**config.mk**
```make
export PLATFORM = sky130hd
export DESIGN_NAME = pal_bridge
export DESIGN_NICKNAME = d
export VERILOG_FILES = /design/src/core/pal_pkg.sv /design/src/core/pal_lat_if.sv /design/src/core/pal_decode.sv /design/src/core/pal_bridge.sv
export VERILOG_INCLUDE_DIRS = /design/src /design/src/core
export SDC_FILE = /design/constraint.sdc
export NUM_CORES = 1
export LEC_CHECK = 0
export ABC_AREA = 1
export BUFFER_PORTS_ARGS = -buffer_cell sky130_fd_sc_hd__buf_2
export CAP_MARGIN = 40
export CORE_MARGIN = 1.5
export CORE_UTILIZATION = 55
export DETAILED_ROUTE_END_ITERATION = 6
export PLACE_DENSITY = 0.9
export SYNTH_ARGS = -nofsm -noshare
export SYNTH_HDL_FRONTEND = slang
export SYNTH_HIERARCHICAL = 1
export SYNTH_SLANG_ARGS = --single-unit
export TNS_END_PERCENT = 20
```
**constraint.sdc**
```tcl
create_clock -name i_core_clk -period 4.5 [get_ports i_core_clk]
set_clock_uncertainty 0.1 [all_clocks]
set_input_delay 0.9 -clock i_core_clk [delete_from_list [all_inputs] [get_ports i_core_clk]]
set_output_delay 0.9 -clock i_core_clk [all_outputs]
set_load 0.005 [all_outputs]
```
**src/core/pal_cfg.svh**
```systemverilog
// Constants of the peripheral access latency bridge.
// Included by bare name from the design files under core/.
`ifndef PAL_CFG_SVH
`define PAL_CFG_SVH

// Latency unit codes: core, fast peripheral, slow peripheral, flash.
`define PAL_U_CORE 2'h0
`define PAL_U_FAST 2'h1
`define PAL_U_SLOW 2'h2
`define PAL_U_FLSH 2'h3

// Region count and the indices that the control logic singles out.
`define PAL_NRGN 25
`define PAL_I_SYS0 5'h00
`define PAL_I_SEC 5'h01
`define PAL_I_SYS1 5'h02
`define PAL_I_SCI 5'h0F
`define PAL_I_SPI 5'h10
`define PAL_I_FLSH 5'h18

// Extra unit cycles of the wide serial registers.
`define PAL_EXTRA 8'h02
// Offset of the serial peripheral data word inside its region.
`define PAL_SPI_DATA_OFF 12'h004
// Answer time of an unmapped access, in core cycles.
`define PAL_LAT_UNMAP 8'h02
// Synchronisation allowance when the core runs faster.
`define PAL_SYNC 8'h01
// Counter value in the taking cycle, and its step per unit cycle.
`define PAL_CNT_START 8'h01
`define PAL_CNT_STEP 8'h01

// Entry: low, high, {unit, serial wait on read, on write},
// {equal read, equal write, faster read min, faster write min}.
`define PAL_R00 {32'h4000_0000,32'h4000_6FFF,4'h0,32'h0202_0202} // see RULE1
`define PAL_R01 {32'h4000_8000,32'h4001_CFFF,4'h0,32'h0403_0403} // see RULE2
`define PAL_R02 {32'h4001_E000,32'h4001_E3FF,4'h0,32'h0504_0504} // see RULE3
`define PAL_R03 {32'h4001_E400,32'h4001_E5FF,4'h8,32'h0908_0505} // see RULE4
`define PAL_R04 {32'h4008_0000,32'h4008_0FFF,4'h8,32'h0504_0202} // see RULE5
`define PAL_R05 {32'h4008_2000,32'h4008_3FFF,4'h8,32'h0504_0302} // see RULE6
`define PAL_R06 {32'h4008_4000,32'h4008_4FFF,4'h8,32'h0504_0202}
`define PAL_R07 {32'h4008_A000,32'h4008_AFFF,4'h8,32'h0504_0302}
`define PAL_R08 {32'h4009_0000,32'h4009_3FFF,4'h8,32'h0605_0303} // see RULE7
`define PAL_R09 {32'h4009_4000,32'h4009_4FFF,4'h8,32'h0403_0101} // see RULE8
`define PAL_R10 {32'h4009_2000,32'h4009_FFFF,4'h8,32'h0504_0202} // see RULE9
`define PAL_R11 {32'h400A_8000,32'h400A_9FFF,4'h8,32'h0504_0202}
`define PAL_R12 {32'h400E_0000,32'h400E_0FFF,4'h8,32'h0504_0202}
`define PAL_R13 {32'h400E_8000,32'h400E_8FFF,4'h8,32'h0704_0502} // see RULE10
`define PAL_R14 {32'h4010_8000,32'h4010_9FFF,4'h4,32'h0504_0202} // see RULE11
`define PAL_R15 {32'h4011_8000,32'h4011_8FFF,4'h4,32'h0504_0202}
`define PAL_R16 {32'h4011_A000,32'h4011_AFFF,4'h4,32'h0504_0202}
`define PAL_R17 {32'h4016_1000,32'h4016_1FFF,4'h4,32'h0604_0302} // see RULE14
`define PAL_R18 {32'h4016_9000,32'h4016_9FFF,4'h4,32'h0704_0402} // see RULE15
`define PAL_R19 {32'h4017_0000,32'h4017_2FFF,4'h4,32'h0504_0202} // see RULE16
`define PAL_R20 {32'h6400_0000,32'h6400_000F,4'h5,32'h050E_020E} // see RULE17
`define PAL_R21 {32'h6400_0010,32'h6400_0013,4'h7,32'h1906_1905} // see RULE18
`define PAL_R22 {32'h6400_0014,32'h6400_0037,4'h5,32'h050E_020E} // see RULE17
`define PAL_R23 {32'h6400_0804,32'h6400_0807,4'h4,32'h0403_0101} // see RULE19
`define PAL_R24 {32'h407F_C000,32'h407F_EFFF,4'hC,32'h0303_0202} // see RULE20

`endif

```
**src/core/pal_pkg.sv**
```systemverilog
// Types of the peripheral access latency bridge.
// Assumes nothing beyond a SystemVerilog compiler.
package pal_pkg;

    typedef enum logic [1:0] {
        PAL_SZ_BYTE = 2'b00,
        PAL_SZ_HALF = 2'b01,
        PAL_SZ_WORD = 2'b10
    } pal_size_type;

    typedef enum logic [1:0] {
        PAL_ST_IDLE = 2'b00,
        PAL_ST_COUNT = 2'b01,
        PAL_ST_SERIAL = 2'b10
    } pal_state_type;

    typedef struct packed {
        logic [31:0] lo;
        logic [31:0] hi;
        logic [1:0] unit;
        logic wait_rd;
        logic wait_wr;
        logic [7:0] eq_rd;
        logic [7:0] eq_wr;
        logic [7:0] min_rd;
        logic [7:0] min_wr;
    } pal_rgn_type;

endpackage : pal_pkg

```
**src/core/pal_lat_if.sv**
```systemverilog
`timescale 1ns/1ps
// Carrier between the bridge control and its region decoder.
// The control side drives the request, the decoder answers at once.
interface pal_lat_if;
    import pal_pkg::*;
    logic [31:0] addr;
    logic wr;
    pal_size_type size;
    logic [3:0] eq;
    logic [7:0] target;
    logic [1:0] unit;
    logic serial;
    logic hit;
    logic [4:0] idx;
    modport dec (input addr, wr, size, eq,
                 output target, unit, serial, hit, idx);
    modport ctl (output addr, wr, size, eq,
                 input target, unit, serial, hit, idx);
endinterface : pal_lat_if

```
**src/core/pal_decode.sv**
```systemverilog
`timescale 1ns/1ps
// Region decoder: maps an address onto its latency unit and count.
// Assumes the request attributes are stable in the taking cycle.
`include "pal_cfg.svh"
module pal_decode (
    // Request in, latency out
    pal_lat_if.dec lat
);
    import pal_pkg::*;

    localparam pal_rgn_type RGN [`PAL_NRGN] = '{
        `PAL_R00, `PAL_R01, `PAL_R02, `PAL_R03, `PAL_R04,
        `PAL_R05, `PAL_R06, `PAL_R07, `PAL_R08, `PAL_R09,
        `PAL_R10, `PAL_R11, `PAL_R12, `PAL_R13, `PAL_R14,
        `PAL_R15, `PAL_R16, `PAL_R17, `PAL_R18, `PAL_R19,
        `PAL_R20, `PAL_R21, `PAL_R22, `PAL_R23, `PAL_R24
    };

    logic [`PAL_NRGN-1:0] hit;
    pal_rgn_type sel;
    logic eq;
    logic extra;
    logic [7:0] base;

    genvar g;
    generate
        for (g = 0; g < `PAL_NRGN; g++) begin : g_rgn
            assign hit[g] = (lat.addr >= RGN[g].lo) &&
                            (lat.addr <= RGN[g].hi);
        end
    endgenerate

    // Lowest index wins, so the narrow USB windows shadow the wide
    // two-wire serial range that overlaps them.
    always_comb begin
        sel = '0;
        lat.idx = 5'h00;
        for (int i = `PAL_NRGN - 1; i >= 0; i--) begin
            if (hit[i]) begin
                sel = RGN[i];
                lat.idx = 5'(i);
            end
        end
    end

    assign lat.hit = |hit;
    assign eq = lat.eq[sel.unit];

    // Minimum figures are already whole unit cycles, fraction dropped.
    always_comb begin
        if (eq) begin
            base = lat.wr ? sel.eq_wr : sel.eq_rd; // see RULE21
        end else begin
            base = (lat.wr ? sel.min_wr : sel.min_rd) + `PAL_SYNC; // see RULE22
        end
    end

    assign extra = ((lat.idx == `PAL_I_SCI) &&
                    (lat.size == PAL_SZ_HALF)) || // see RULE12
                   ((lat.idx == `PAL_I_SPI) &&
                    (lat.size == PAL_SZ_WORD) &&
                    (lat.addr[11:0] == `PAL_SPI_DATA_OFF)); // see RULE13

    assign lat.target = !lat.hit ? `PAL_LAT_UNMAP :
                        extra ? base + `PAL_EXTRA : base;
    assign lat.unit = lat.hit ? sel.unit : `PAL_U_CORE;
    assign lat.serial = lat.wr ? sel.wait_wr : sel.wait_rd;

endmodule : pal_decode

```
**src/core/pal_bridge.sv**
```systemverilog
`timescale 1ns/1ps
// Peripheral access bridge: holds a master for each region's latency.
// Assumes the tick inputs mark peripheral clock edges in core cycles
// and are held high whenever that clock equals the core clock.
//
// Contract
// RULE1 - System-control low region: two core cycles
// RULE2 - Security/debug/cache: read four, write three
// RULE3 - Lower system control: read five, write four
// RULE4 - Upper system control counts slow peripheral cycles
// RULE5 - Port registers: slow clock, 5/4 or ranges
// RULE6 - Event, calendar, watchdog: slow clock figures
// RULE7 - Main USB region: slow clock figures
// RULE8 - Secondary USB region: slow clock figures
// RULE9 - Two-wire serial region: slow clock figures
// RULE10 - Low-power timer region: slow clock figures
// RULE11 - Checksum region: fast peripheral clock figures
// RULE12 - UART sixteen-bit registers add two cycles
// RULE13 - SPI full-word data access adds two
// RULE14 - Crypto region: fast peripheral clock figures
// RULE15 - PWM timer region: fast peripheral clock figures
// RULE16 - Converter region: fast peripheral clock figures
// RULE17 - Flash control writes wait serial activity
// RULE18 - Flash data window waits serial activity
// RULE19 - Flash register 0x804: fast clock figures
// RULE20 - Data flash region counts flash clocks
// RULE21 - Fractional bounds: floor minimum, ceil maximum
// RULE22 - Faster core adds one synchronisation cycle
// RULE23 - Master avoids reserved unallocated addresses
// RULE24 - Figures assume uncontended non-bufferable writes
// RULE25 - Hold master, then done with data
`include "pal_cfg.svh"
module pal_bridge (
    // Clock and reset
    input wire logic i_core_clk,
    input wire logic i_nrst,
    // Master request
    input wire logic i_req,
    input wire logic i_wr,
    input wire pal_pkg::pal_size_type i_size,
    input wire logic [31:0] i_addr,
    input wire logic [31:0] i_wdata,
    // Master answer
    output logic o_ready,
    output logic o_done,
    output logic o_err,
    output logic [31:0] o_rdata,
    // Peripheral clock edges, one pulse per unit cycle
    input wire logic i_fast_tick,
    input wire logic i_slow_tick,
    input wire logic i_flash_tick,
    // High while that clock equals the core clock
    input wire logic i_fast_eq,
    input wire logic i_slow_eq,
    input wire logic i_flash_eq,
    // Serial flash bus has no cycle in progress
    input wire logic i_qspi_idle,
    // Peripheral side
    output logic o_per_sel,
    output logic o_per_wr,
    output pal_pkg::pal_size_type o_per_size,
    output logic [31:0] o_per_addr,
    output logic [31:0] o_per_wdata,
    input wire logic [31:0] i_per_rdata
);
    import pal_pkg::*;

    pal_lat_if lat ();

    pal_state_type state;
    pal_state_type next_state;
    logic [7:0] tgt;
    logic [1:0] unit;
    logic serial;
    logic hit_q;
    logic [7:0] cnt;
    logic tick;
    logic reached;
    logic take;
    logic fin;

    pal_decode u_decode (
        .lat(lat)
    );

    assign lat.addr = i_addr;
    assign lat.wr = i_wr;
    assign lat.size = i_size;
    // The core unit always counts as equal to itself.
    assign lat.eq = {i_flash_eq, i_slow_eq, i_fast_eq, 1'b1};

    // Only one access is in flight, which keeps the figures free of
    // contention; a second master simply waits on o_ready.
    assign o_ready = (state == PAL_ST_IDLE); // see RULE24
    assign take = i_req && o_ready;

    always_comb begin
        case (unit)
            `PAL_U_CORE: tick = 1'b1;
            `PAL_U_FAST: tick = i_fast_tick;
            `PAL_U_SLOW: tick = i_slow_tick;
            default: tick = i_flash_tick;
        endcase
    end

    // Whole unit cycles only: a partial peripheral cycle never counts.
    assign reached = (state == PAL_ST_COUNT) && tick &&
                     ((cnt + `PAL_CNT_STEP) >= tgt); // see RULE21

    // Serial flash accesses end no earlier than the count and no
    // earlier than the end of the serial bus cycle.
    assign fin = (reached && (!serial || i_qspi_idle)) ||
                 ((state == PAL_ST_SERIAL) && i_qspi_idle); // see RULE17

    always_comb begin
        next_state = state;
        case (state)
            PAL_ST_IDLE: begin
                if (take) begin
                    next_state = PAL_ST_COUNT;
                end
            end
            PAL_ST_COUNT: begin
                if (fin) begin
                    next_state = PAL_ST_IDLE;
                end else if (reached) begin
                    next_state = PAL_ST_SERIAL; // see RULE18
                end
            end
            PAL_ST_SERIAL: begin
                if (fin) begin
                    next_state = PAL_ST_IDLE;
                end
            end
            default: begin
                next_state = PAL_ST_IDLE;
            end
        endcase
    end

    always_ff @(posedge i_core_clk or negedge i_nrst) begin
        if (!i_nrst) begin
            state <= PAL_ST_IDLE;
        end else begin
            state <= next_state; // see RULE25
        end
    end

    // Region attributes are frozen at the taking edge.
    always_ff @(posedge i_core_clk or negedge i_nrst) begin
        if (!i_nrst) begin
            tgt <= `PAL_LAT_UNMAP;
            unit <= `PAL_U_CORE;
            serial <= 1'b0;
            hit_q <= 1'b0;
        end else if (take) begin
            tgt <= lat.target; // see RULE4
            unit <= lat.unit; // see RULE20
            serial <= lat.serial;
            hit_q <= lat.hit;
        end
    end

    // The taking cycle is the first unit cycle of the access.
    always_ff @(posedge i_core_clk or negedge i_nrst) begin
        if (!i_nrst) begin
            cnt <= 8'h00;
        end else if (take) begin
            cnt <= `PAL_CNT_START;
        end else if ((state == PAL_ST_COUNT) && tick) begin
            cnt <= cnt + `PAL_CNT_STEP; // see RULE5
        end
    end

    // Reserved addresses never reach a peripheral select.
    always_ff @(posedge i_core_clk or negedge i_nrst) begin
        if (!i_nrst) begin
            o_per_sel <= 1'b0;
            o_per_wr <= 1'b0;
            o_per_size <= PAL_SZ_BYTE;
            o_per_addr <= 32'h0000_0000;
            o_per_wdata <= 32'h0000_0000;
        end else if (take) begin
            o_per_sel <= lat.hit; // see RULE23
            o_per_wr <= i_wr;
            o_per_size <= i_size;
            o_per_addr <= i_addr;
            o_per_wdata <= i_wdata;
        end else if (fin) begin
            o_per_sel <= 1'b0;
        end
    end

    always_ff @(posedge i_core_clk or negedge i_nrst) begin
        if (!i_nrst) begin
            o_done <= 1'b0;
            o_err <= 1'b0;
            o_rdata <= 32'h0000_0000;
        end else begin
            o_done <= fin; // see RULE25
            o_err <= fin && !hit_q;
            if (fin) begin
                o_rdata <= (hit_q && !o_per_wr) ? i_per_rdata :
                           32'h0000_0000;
            end
        end
    end

    // Core cycles since the taking edge, read only by the checks.
    logic [7:0] cyc;
    always_ff @(posedge i_core_clk or negedge i_nrst) begin
        if (!i_nrst) begin
            cyc <= 8'h00;
        end else if (take) begin
            cyc <= `PAL_CNT_START;
        end else if (state != PAL_ST_IDLE) begin
            cyc <= cyc + `PAL_CNT_STEP;
        end
    end
endmodule : pal_bridge

```
Yosys cells after proc, flatten, opt, wreduce, memory -nomap -nowiden
Index checks and enable logic that the tools add are counted.

Register bits after elaboration: 124. Output and inout port bits: 103. Input bits: 109.

Mux-type cells: 70. Order comparisons: 52. Add/sub/neg operators: 3. Reductions and logical operators: 47. Equality and inequality tests: 12.

Operators by type and width (count): 2-to-1 mux 36 bit (25); greater-or-equal comparator 32 x 31 -> 1 bit (second input constant) (25); less-or-equal comparator 32 x 31 -> 1 bit (second input constant) (25); 2-to-1 mux 5 bit (25); 2-to-1 mux 8 bit (7); logical AND 1 bit (35); 2-to-1 mux 32 bit (1); OR reduction 25 bit (1); adder 8 x 1 -> 8 bit (second input constant) (2); == test 12 x 3 -> 1 bit (second input constant) (1); 2-to-1 mux 2 bit (5); adder 8 x 2 -> 8 bit (second input constant) (1); greater-or-equal comparator 8 bit (1); == test 2 x 1 -> 1 bit (second input constant) (3); == test 2 bit (second input constant) (3); one-hot mux 2 bit (3 select lines) (1); == test 5 x 4 -> 1 bit (second input constant) (1); == test 5 bit (second input constant) (1); zero test 2 bit (2); 2-to-1 mux 1 bit (4); nonzero test 2 bit (2); zero test 1 bit (3); logical OR 1 bit (3); < comparator 2 x 3 -> 1 bit (second input constant) (1); 6 further kinds (6).

Logic depth before layout (Yosys ltp)
Gate-level depths: netlist of run 1.

Depth after elaboration: 33. Gate-level depth with buffers: 28.

Modules after synthesis
Netlist of run 1, hierarchy kept.

Modules (own cells, without submodules): pal_bridge (instances 1, seq. area each 3104.2 um^2, area each 5212.5 um^2, cells each 590); pal_decode (instances 1, seq. area each 0.0 um^2, area each 2971.6 um^2, cells each 605).

Least setup slack after synthesis of run 1
OpenSTA, ideal clock, no wires.

Kind: input -> register. Start: in i_addr[25]. End: reg tgt[2]. Required time: 4269 ps. Setup slack: 809 ps. Stages: 25. Arrival: 3460 ps. Path through: nor2_2 nand2_4 nor2_8 nand2_2 nor2_4 nand2_1 nand2_1 nand2_1 nand2_2 nand2_2 nor3_1 nand2_1 o21ai_0 nand4_1 ha_1 nand3b_1 nand2_1 inv_1 nand2_1 nand2_1 ha_1 inv_1 a21oi_2 nand2_1 o21ai_0.

Cells in the longest elaborated chain, start to end: 33. Elaborated cells between the ends (all ways): 141. Those cells by class: add/sub: 2; order compare: 50; eq/ne: 2; mux: 57; reduce/logical: 30.

Ends and longest elaborated chain: start, declared (line pal_bridge.sv:41) `input wire logic [31:0] i_addr,`; greater-or-equal comparator 32 x 31 -> 1 bit / less-or-equal comparator 32 x 31 -> 1 bit (equally long branches) (line pal_decode.sv:28, pal_decode.sv:29); logical AND 1 bit (line pal_decode.sv:28) `assign hit[g] = (lat.addr >= RGN[g].lo) &&`; 2-to-1 mux 36 bit / 2-to-1 mux 5 bit (equally long branches) (25 in a row) (line pal_decode.sv:39) `if (hit[i]) begin`; 2-to-1 mux 8 bit, or another cell as far along (line pal_decode.sv:54) `` base = (lat.wr ? sel.min_wr : sel.min_rd) + `PAL_SYNC; ``; adder 8 x 1 -> 8 bit (no source line), or another cell as far along; 2-to-1 mux 8 bit / logical AND 1 bit (equally long branches) (line pal_decode.sv:51, pal_decode.sv:60); adder 8 x 2 -> 8 bit (no source line) / logical OR 1 bit (equally long branches); 2-to-1 mux 8 bit (line pal_decode.sv:65) `` extra ? base + `PAL_EXTRA : base; ``; 2-to-1 mux 8 bit (*) (line pal_decode.sv:64) `` assign lat.target = !lat.hit ? `PAL_LAT_UNMAP : ``; named net lat.target[2] (line pal_lat_if.sv:10) `logic [7:0] target;`; end signal, assigned (line pal_bridge.sv:152) `` tgt <= `PAL_LAT_UNMAP; ``; end signal, assigned (line pal_bridge.sv:157) `tgt <= lat.target;`; end, declared (line pal_bridge.sv:72) `logic [7:0] tgt;`.

Mark *: on every way through the listed nets, which the timed path passes. The rest lies on a longest branch. The select of a mux whose other input is x is not followed. A chain may end at the register's enable or synchronous reset.

Worst setup path after layout of run 1
Ends and elaborated chain as after synthesis.

==> flow_metrics.py, run 1 <==
metrics = {
    "setup_path": {
        "end_kind": "flip-flop",
        "critical_path_class": "input pin to flip-flop",
        "cp-start-kind": "input pin",
        "timing.rr.end": "o_rdata[9]$_DFFE_PN0P_",
        "required_ps": 4670,
        "r2r-start": "cnt[0]$_DFFE_PN0P_",
        "cp_slowest_cell": "nor3_1",
        "ff2ff_setup_slack_ps": 1510,
        "r2r_cells": 14,
        "timing.critical_path.mode_cell": "nand2_1",
        "slowest_delay_ps": 290,
        "crit_family": "simple AND/OR/NAND/NOR gates",
        "path_buf_inv": 3,
        "arrival_ps": 4140,
        "path_max_fanout": 19,
    },
    "sta": {
        "rsz0062_at_grt": "no",
        "fin_setup_tns_ps": 0,
        "finalHoldViolations": 0,
        "fin_crit_sh_pct": 88.2,
        "finalCriticalPeriod_ps": 3970,
        "slew_viol_final": 0,
        "max-slew-margin-rel_pct": 43.5,
        "fmax_mhz": 252,
        "whs_ps": 357,
        "tightest_slew_ps": 847,
        "setup_viol": 0,
    },
    "synthesis": {
        "async_flop_share_pct": 100,
        "synth_cell_types": 49,
        "synth_cells": 1195,
        "synth_edf_count": 0,
        "synth_ff_type": "dfrtp_1",
        "yosysWarnings": 6,
        "yosysSeqAreaShare_pct": 37.9,
        "syn_area_per_cell_um2": 6.85,
        "ys_ff_latch": 124,
        "netlist_area_um2": 8180,
    },
    "clock_network": {
        "cts_buffers": 17,
        "cts_buffer_depth": 2,
        "cts_root_buf": "clkbuf_16",
        "clkTransAtPathRegs_ps": 60,
        "postCtsSetupRepairBufs": 0,
        "htreeDepth": 4,
        "cts.sinks": 124,
        "cts_resized": 0,
        "clk_latency_ps": 420,
        "cts_tree": "built",
        "postCtsHoldBufs": 0,
    },
    "floorplanning": {
        "die_w_um": 125,
        "initial_utilization_pct": 56.3,
        "die-area_um2": 15600,
        "ios": 212,
        "coreArea_um2": 14500,
        "rows": 44,
        "die_h_um": 125,
    },
    "pwr": {
        "leakage_nw": 5.80,
        "netSwitchingPower_mw": 2.19,
        "ir_drop_mv": 0.276,
        "powerDensity_nw_per_um2": 552,
        "power_frac_seq_pct": 35.4,
        "p_sw_share_pct": 39.9,
        "internal_power_mw": 3.30,
        "total_power_mw": 5.49,
        "power_frac_comb_pct": 39.5,
        "power_frac_clock_pct": 25.1,
    },
    "routing": {
        "drc": 0,
        "drt-vias-per-instance": 5.46,
        "wl_mm": 25.4,
        "dr.pass1.iters": 6,
        "drt_iter0_markers": 777,
        "ant_nets": 0,
        "vias": 8727,
        "avgRoutedWirePerCell_um": 15.9,
    },
    "final_layout": {
        "final_nets": 1522,
        "n_antenna_cell": 0,
        "most-common-layout-cells": "nand2_1, buf_2, dfrtp_1",
        "seq_area_um2": 3100,
        "fillers": 1233,
        "final_common_cell": "nand2_1",
        "drive_gt1_share_pct": 26.2,
        "synthToLayoutAreaGrowth_pct": 21.5,
        "multi_input_area_um2": 4360,
    },
    "grt": {
        "grtUsageMet3_pct": 6.76,
        "grtUsageTotal_pct": 33.1,
        "use_met2_pct": 55.1,
        "grt_pass1_wl_mm": 41.6,
        "use_met1_pct": 42.1,
        "overflow": 0,
        "top_usage_layer": "met2",
        "first_global_vias": 8456,
        "grt_start_max_net_pins": 77,
        "antenna_found_initial": 0,
    },
    "run_status": {
        "outcome": "finished clean",
    },
    "worst_hold_path": {
        "min_path_type": "flip-flop to flip-flop",
        "hold_start": "hit_q$_DFFE_PN0P_",
        "holdPathStages": 1,
        "hold_end": "o_err$_DFF_PN0_",
    },
    "flow_run": {
        "maxCapViolCount": 0,
    },
    "placement": {
        "hpwl_mm": 18.9,
        "gp_congestion": 1.00,
        "portBuffers": 211,
    },
}
## cell families (layout without fill, tap and decap cells)
logic type	Yosys count	after routing	synth area share, %
other cells	2	4	0.0918
simple gates	823	823	46.5
buf+inv	169	387	8.90
compound gates	61	61	4.33
fa+ha+maj	11	11	1.68
xor+xnor	5	5	0.535
flops	124	124	37.9
## final cells by class
| class | count | share of cell area [%] |
|---|---|---|
| clock buffers | 18 | 4.42 |
| clock inverters | 14 | 1.60 |
| well taps | 184 | 2.31 |
| repair buffers | 219 | 11.4 |
| flip-flops and latches | 124 | 31.2 |
| inverters | 136 | 5.21 |
| multi-input cells | 904 | 43.9 |
## stage by stage
step                      worst slack [ps]  cells  utilization [%]  instance area (µm²)
after floorplan                        809   1197                -                 8190
after global placement                 272   1567             64.3                 9350
after detailed placement               147   1567             64.3                 9350
after CTS                              599   1599             68.4                 9950
after global routing                   285   1599             68.4                 9950
final                                  529   1599             68.4                 9950
## Yosys cell counts (12+ instances only)
| master | instances | share of area [%] |
|---|---|---|
| nor2_2 | 14 | 1.1 |
| o21ai_0 | 27 | 1.7 |
| inv_1 | 110 | 5.0 |
| nand3_1 | 94 | 5.7 |
| buf_2 | 12 | 0.73 |
| nor2_1 | 102 | 4.7 |
| a21oi_1 | 16 | 0.98 |
| nor3_1 | 14 | 0.86 |
| dfrtp_1 | 123 | 38 |
| inv_2 | 22 | 1.0 |
| nand2_2 | 37 | 2.8 |
| nand2_1 | 483 | 22 |
| nand4_1 | 29 | 2.2 |
| nor2_4 | 12 | 1.7 |
## worst max-delay path by stage
stage,startpoint,endpoint,cells past startpoint
floorplan,i_addr[25],tgt[2]$_DFFE_PN0P_,25
global placement,i_addr[25],tgt[2]$_DFFE_PN0P_,26
detailed placement,i_addr[27],tgt[2]$_DFFE_PN0P_,26
CTS,i_addr[27],tgt[2]$_DFFE_PN0P_,26
global route,i_addr[25],tgt[2]$_DFFE_PN0P_,26
finish,i_addr[25],tgt[2]$_DFFE_PN0P_,26
## metal layers
metal	routed length (µm)	vias up
met3	2000	89
met4	1020	0
met1	10300	4021
met5	0	-
li1	-	4161
met2	12000	456
## flip-flops by register name (all words and copies together), names as in the netlist
register and flops:
cnt 8, hit_q 1, o_done 1, o_err 1, o_per_addr 32, o_per_sel 1, o_per_size 2, o_per_wdata 32
o_per_wr 1, o_rdata 32, serial 1, state 2, tgt 8, unit 2
## power by group through the flow
| stage | clock [mW] | combinational (mW) | sequential [mW] |
|---|---|---|---|
| 2_1_floorplan | 0 | 1.25 | 1.97 |
| 3_3_place_gp | 0 | 2.05 | 1.91 |
| 3_5_place_dp | 0 | 2.13 | 1.94 |
| 4_1_cts | 1.39 | 2.17 | 1.94 |
| 5_1_grt | 1.45 | 2.44 | 2.00 |
| 6_report | 1.38 | 2.17 | 1.95 |
## worst reg2reg max path: cells and delay by family (launching register included)
| kind | cells | cell delay, ps |
|---|---|---|
| simple gates | 8 | 1210 |
| flops | 1 | 370 |
| buf+inv | 2 | 490 |
| compound gates | 2 | 280 |
| xor+xnor | 1 | 210 |
| fa+ha+maj | 1 | 280 |
(Power assumes the default switching activity.)
==> run 2, diff against run 1 <==
--- a/config.mk
+++ b/config.mk
@@ -12,5 +12,5 @@
 export CORE_MARGIN = 1.5
-export CORE_UTILIZATION = 55
+export CORE_UTILIZATION = 49
 export DETAILED_ROUTE_END_ITERATION = 6
-export PLACE_DENSITY = 0.9
+export PLACE_DENSITY = 0.85
 export SYNTH_ARGS = -nofsm -noshare
==> constraint.sdc (replaced) <==
create_clock -name i_core_clk -period 3.6 [get_ports i_core_clk]
set_clock_uncertainty 0.1 [all_clocks]
set_input_delay 0.36 -clock i_core_clk [delete_from_list [all_inputs] [get_ports i_core_clk]]
set_output_delay 0.36 -clock i_core_clk [all_outputs]
set_load 0.005 [all_outputs]
==> run 2 against run 1 <==
Compared with the run above: critical path type unchanged; via count is 0.38% lower; utilization decreased by 6.9 points; die area grew 12%; hold slack lost 320 ps; clock-buffer cell count did not move; flip-flop and latch count is the same; largest power group unchanged; clock power is 12% higher; largest cell class unchanged.
==> flow_metrics.py, run 2 (same netlist as run 1, synthesis figures left out) <==
metrics = {
    "grt": {
        "top_usage_layer": "met2",
        "grtUsageTotal_pct": 28.3,
        "use_met1_pct": 36.4,
        "grt_start_max_net_pins": 77,
        "first_global_vias": 8173,
        "overflow": 0,
        "grtUsageMet3_pct": 5.19,
        "grt_pass1_wl_mm": 39.8,
        "use_met2_pct": 48.0,
        "antenna_found_initial": 0,
    },
    "final_layout": {
        "multi_input_area_um2": 4360,
        "drive_gt1_share_pct": 27.3,
        "most-common-layout-cells": "nand2_1, buf_2, dfrtp_1",
        "fin_area_um2": 10100,
        "final_common_cell": "nand2_1",
        "largest_registers": "o_per_addr x32, o_per_wdata x32, o_rdata x32",
        "seq_area_um2": 3100,
        "synthToLayoutAreaGrowth_pct": 23.8,
        "final_nets": 1546,
        "fillers": 1490,
        "n_antenna_cell": 0,
    },
    "clock_network": {
        "cts_resized": 0,
        "postCtsSetupRepairBufs": 0,
        "cts_root_buf": "clkbuf_16",
        "cts_buffers": 17,
        "cts_buffer_depth": 2,
        "clkTransAtPathRegs_ps": 60,
        "postCtsHoldBufs": 1,
        "cts.sinks": 124,
        "cts_tree": "built",
        "htreeDepth": 4,
        "clk_latency_ps": 420,
    },
    "sta": {
        "setup_slack_ps": 331,
        "fin_setup_tns_ps": 0,
        "max-slew-margin-rel_pct": 46.0,
        "tightest_slew_ps": 810,
        "finalHoldViolations": 0,
        "rsz0062_at_grt": "no",
        "fin_crit_sh_pct": 90.8,
        "slew_viol_final": 0,
        "setup_viol": 0,
        "fmax_mhz": 306,
        "finalCriticalPeriod_ps": 3270,
    },
    "floorplanning": {
        "ios": 212,
        "initial_utilization_pct": 49.7,
        "rows": 47,
        "die-area_um2": 17500,
        "die_w_um": 132,
        "coreArea_um2": 16500,
        "die_h_um": 132,
    },
    "pwr": {
        "power_frac_comb_pct": 40.5,
        "p_sw_share_pct": 40.0,
        "internal_power_mw": 4.00,
        "powerDensity_nw_per_um2": 658,
        "ir_drop_mv": 0.345,
        "total_power_mw": 6.67,
        "power_frac_seq_pct": 36.3,
        "leakage_nw": 5.89,
        "power_frac_clock_pct": 23.2,
        "netSwitchingPower_mw": 2.67,
    },
    "setup_path": {
        "path_max_fanout": 11,
        "crit_chain": "buf_2, inv_1, o21ai_0, nand2_1, nand3_1, nand3_1, nor3_1, nand2_1, o21ai_0, nand4_1, ha_1, nand3b_1, nand2_1, inv_1, nand2_1, nand2_1, ha_1, inv_1, a21oi_2, nand2_1, o21ai_0",
        "cp-start-kind": "input pin",
        "cp_slowest_cell": "o21ai_0",
        "path_buf_inv": 4,
        "crit_family": "simple AND/OR/NAND/NOR gates",
        "timing.critical_path.mode_cell": "nand2_1",
        "required_ps": 3760,
        "end_kind": "flip-flop",
        "critical_path_class": "input pin to flip-flop",
        "arrival_ps": 3430,
        "slowest_delay_ps": 450,
    },
    "placement": {
        "gp_congestion": 0.997,
        "portBuffers": 211,
        "hpwl_mm": 18.4,
        "place_area_um2": 9590,
        "place_ws_ps": 46.7,
    },
    "routing": {
        "drt_iter0_markers": 675,
        "dr.pass1.iters": 5,
        "vias": 8694,
        "drc": 0,
        "drt-vias-per-instance": 5.24,
        "ant_nets": 0,
        "avgRoutedWirePerCell_um": 14.7,
        "wl_mm": 24.3,
    },
    "worst_hold_path": {
        "min_path_type": "input pin to flip-flop",
    },
    "run_status": {
        "outcome": "finished clean",
    },
    "flow_run": {
        "maxCapViolCount": 0,
    },
}
[run 2: through the flow]
| stage | util [%] | hold slack [ps] | cells |
|---|---|---|---|
| 6_report | 61.6 | 34.4 | 1659 |
| 5_1_grt | 61.6 | 37.4 | 1659 |
| 4_1_cts | 61.6 | 14.1 | 1659 |
| 3_5_place_dp | 58.2 | 332 | 1626 |
| 3_3_place_gp | 58.1 | 337 | 1625 |
| 2_1_floorplan | - | -35.6 | 1197 |
[run 2: worst reg2reg max path: stages, from the launching register on]
cell and delay (ps):
dfrtp_1 390, inv_1 90, nor3_2 270, nand4_1 160, nor2_1 150, xor2_1 200
ha_1 270, a21oi_1 150, o21a_1 130, nand2_1 100, nand3_4 110, nand2_8 160
inv_4 420, nand2_1 110, nand2_1 90
[run 2: final timing paths]
kind | from | to | slack, ps | cells after the start
hold / removal | i_wdata[18] | o_per_wdata[18]$_DFFE_PN0P_ | 30 | 3
setup reg to reg | cnt[0]$_DFFE_PN0P_ | o_rdata[17]$_DFFE_PN0P_ | 620 | 14
max in group asynchronous | i_nrst | o_per_addr[13]$_DFFE_PN0P_ | 2140 | 3
setup / recovery | i_addr[15] | tgt[2]$_DFFE_PN0P_ | 330 | 21
min in group asynchronous | i_nrst | o_per_wdata[18]$_DFFE_PN0P_ | 420 | 2
hold reg to reg | hit_q$_DFFE_PN0P_ | o_err$_DFF_PN0_ | 370 | 1
[run 2: cell type report]
cell class / count / area share [%]
Multi-Input combinational cell: 904 / 43.1
Sequential cell: 124 / 30.6
Timing Repair Buffer: 243 / 13.2
Inverter: 136 / 5.11
Clock buffer: 18 / 4.23
Tap cell: 220 / 2.72
Clock inverter: 14 / 1.10
[run 2: power by group through the flow]
| stage | registers, mW | clock network (mW) | logic [mW] |
|---|---|---|---|
| after floorplan | 2.46 | 0 | 1.57 |
| after global placement | 2.40 | 0 | 2.57 |
| after detailed placement | 2.42 | 0 | 2.68 |
| after CTS | 2.41 | 1.58 | 2.71 |
| after global routing | 2.49 | 1.64 | 3.04 |
| final | 2.42 | 1.55 | 2.70 |
[run 2: per-layer routing]
layer  vias up  part of all wire [%]
li1       4218                     -
met1      4017                    42
met2       412                    48
met3        47                   7.8
met4         0                   2.3
met5         -                     0
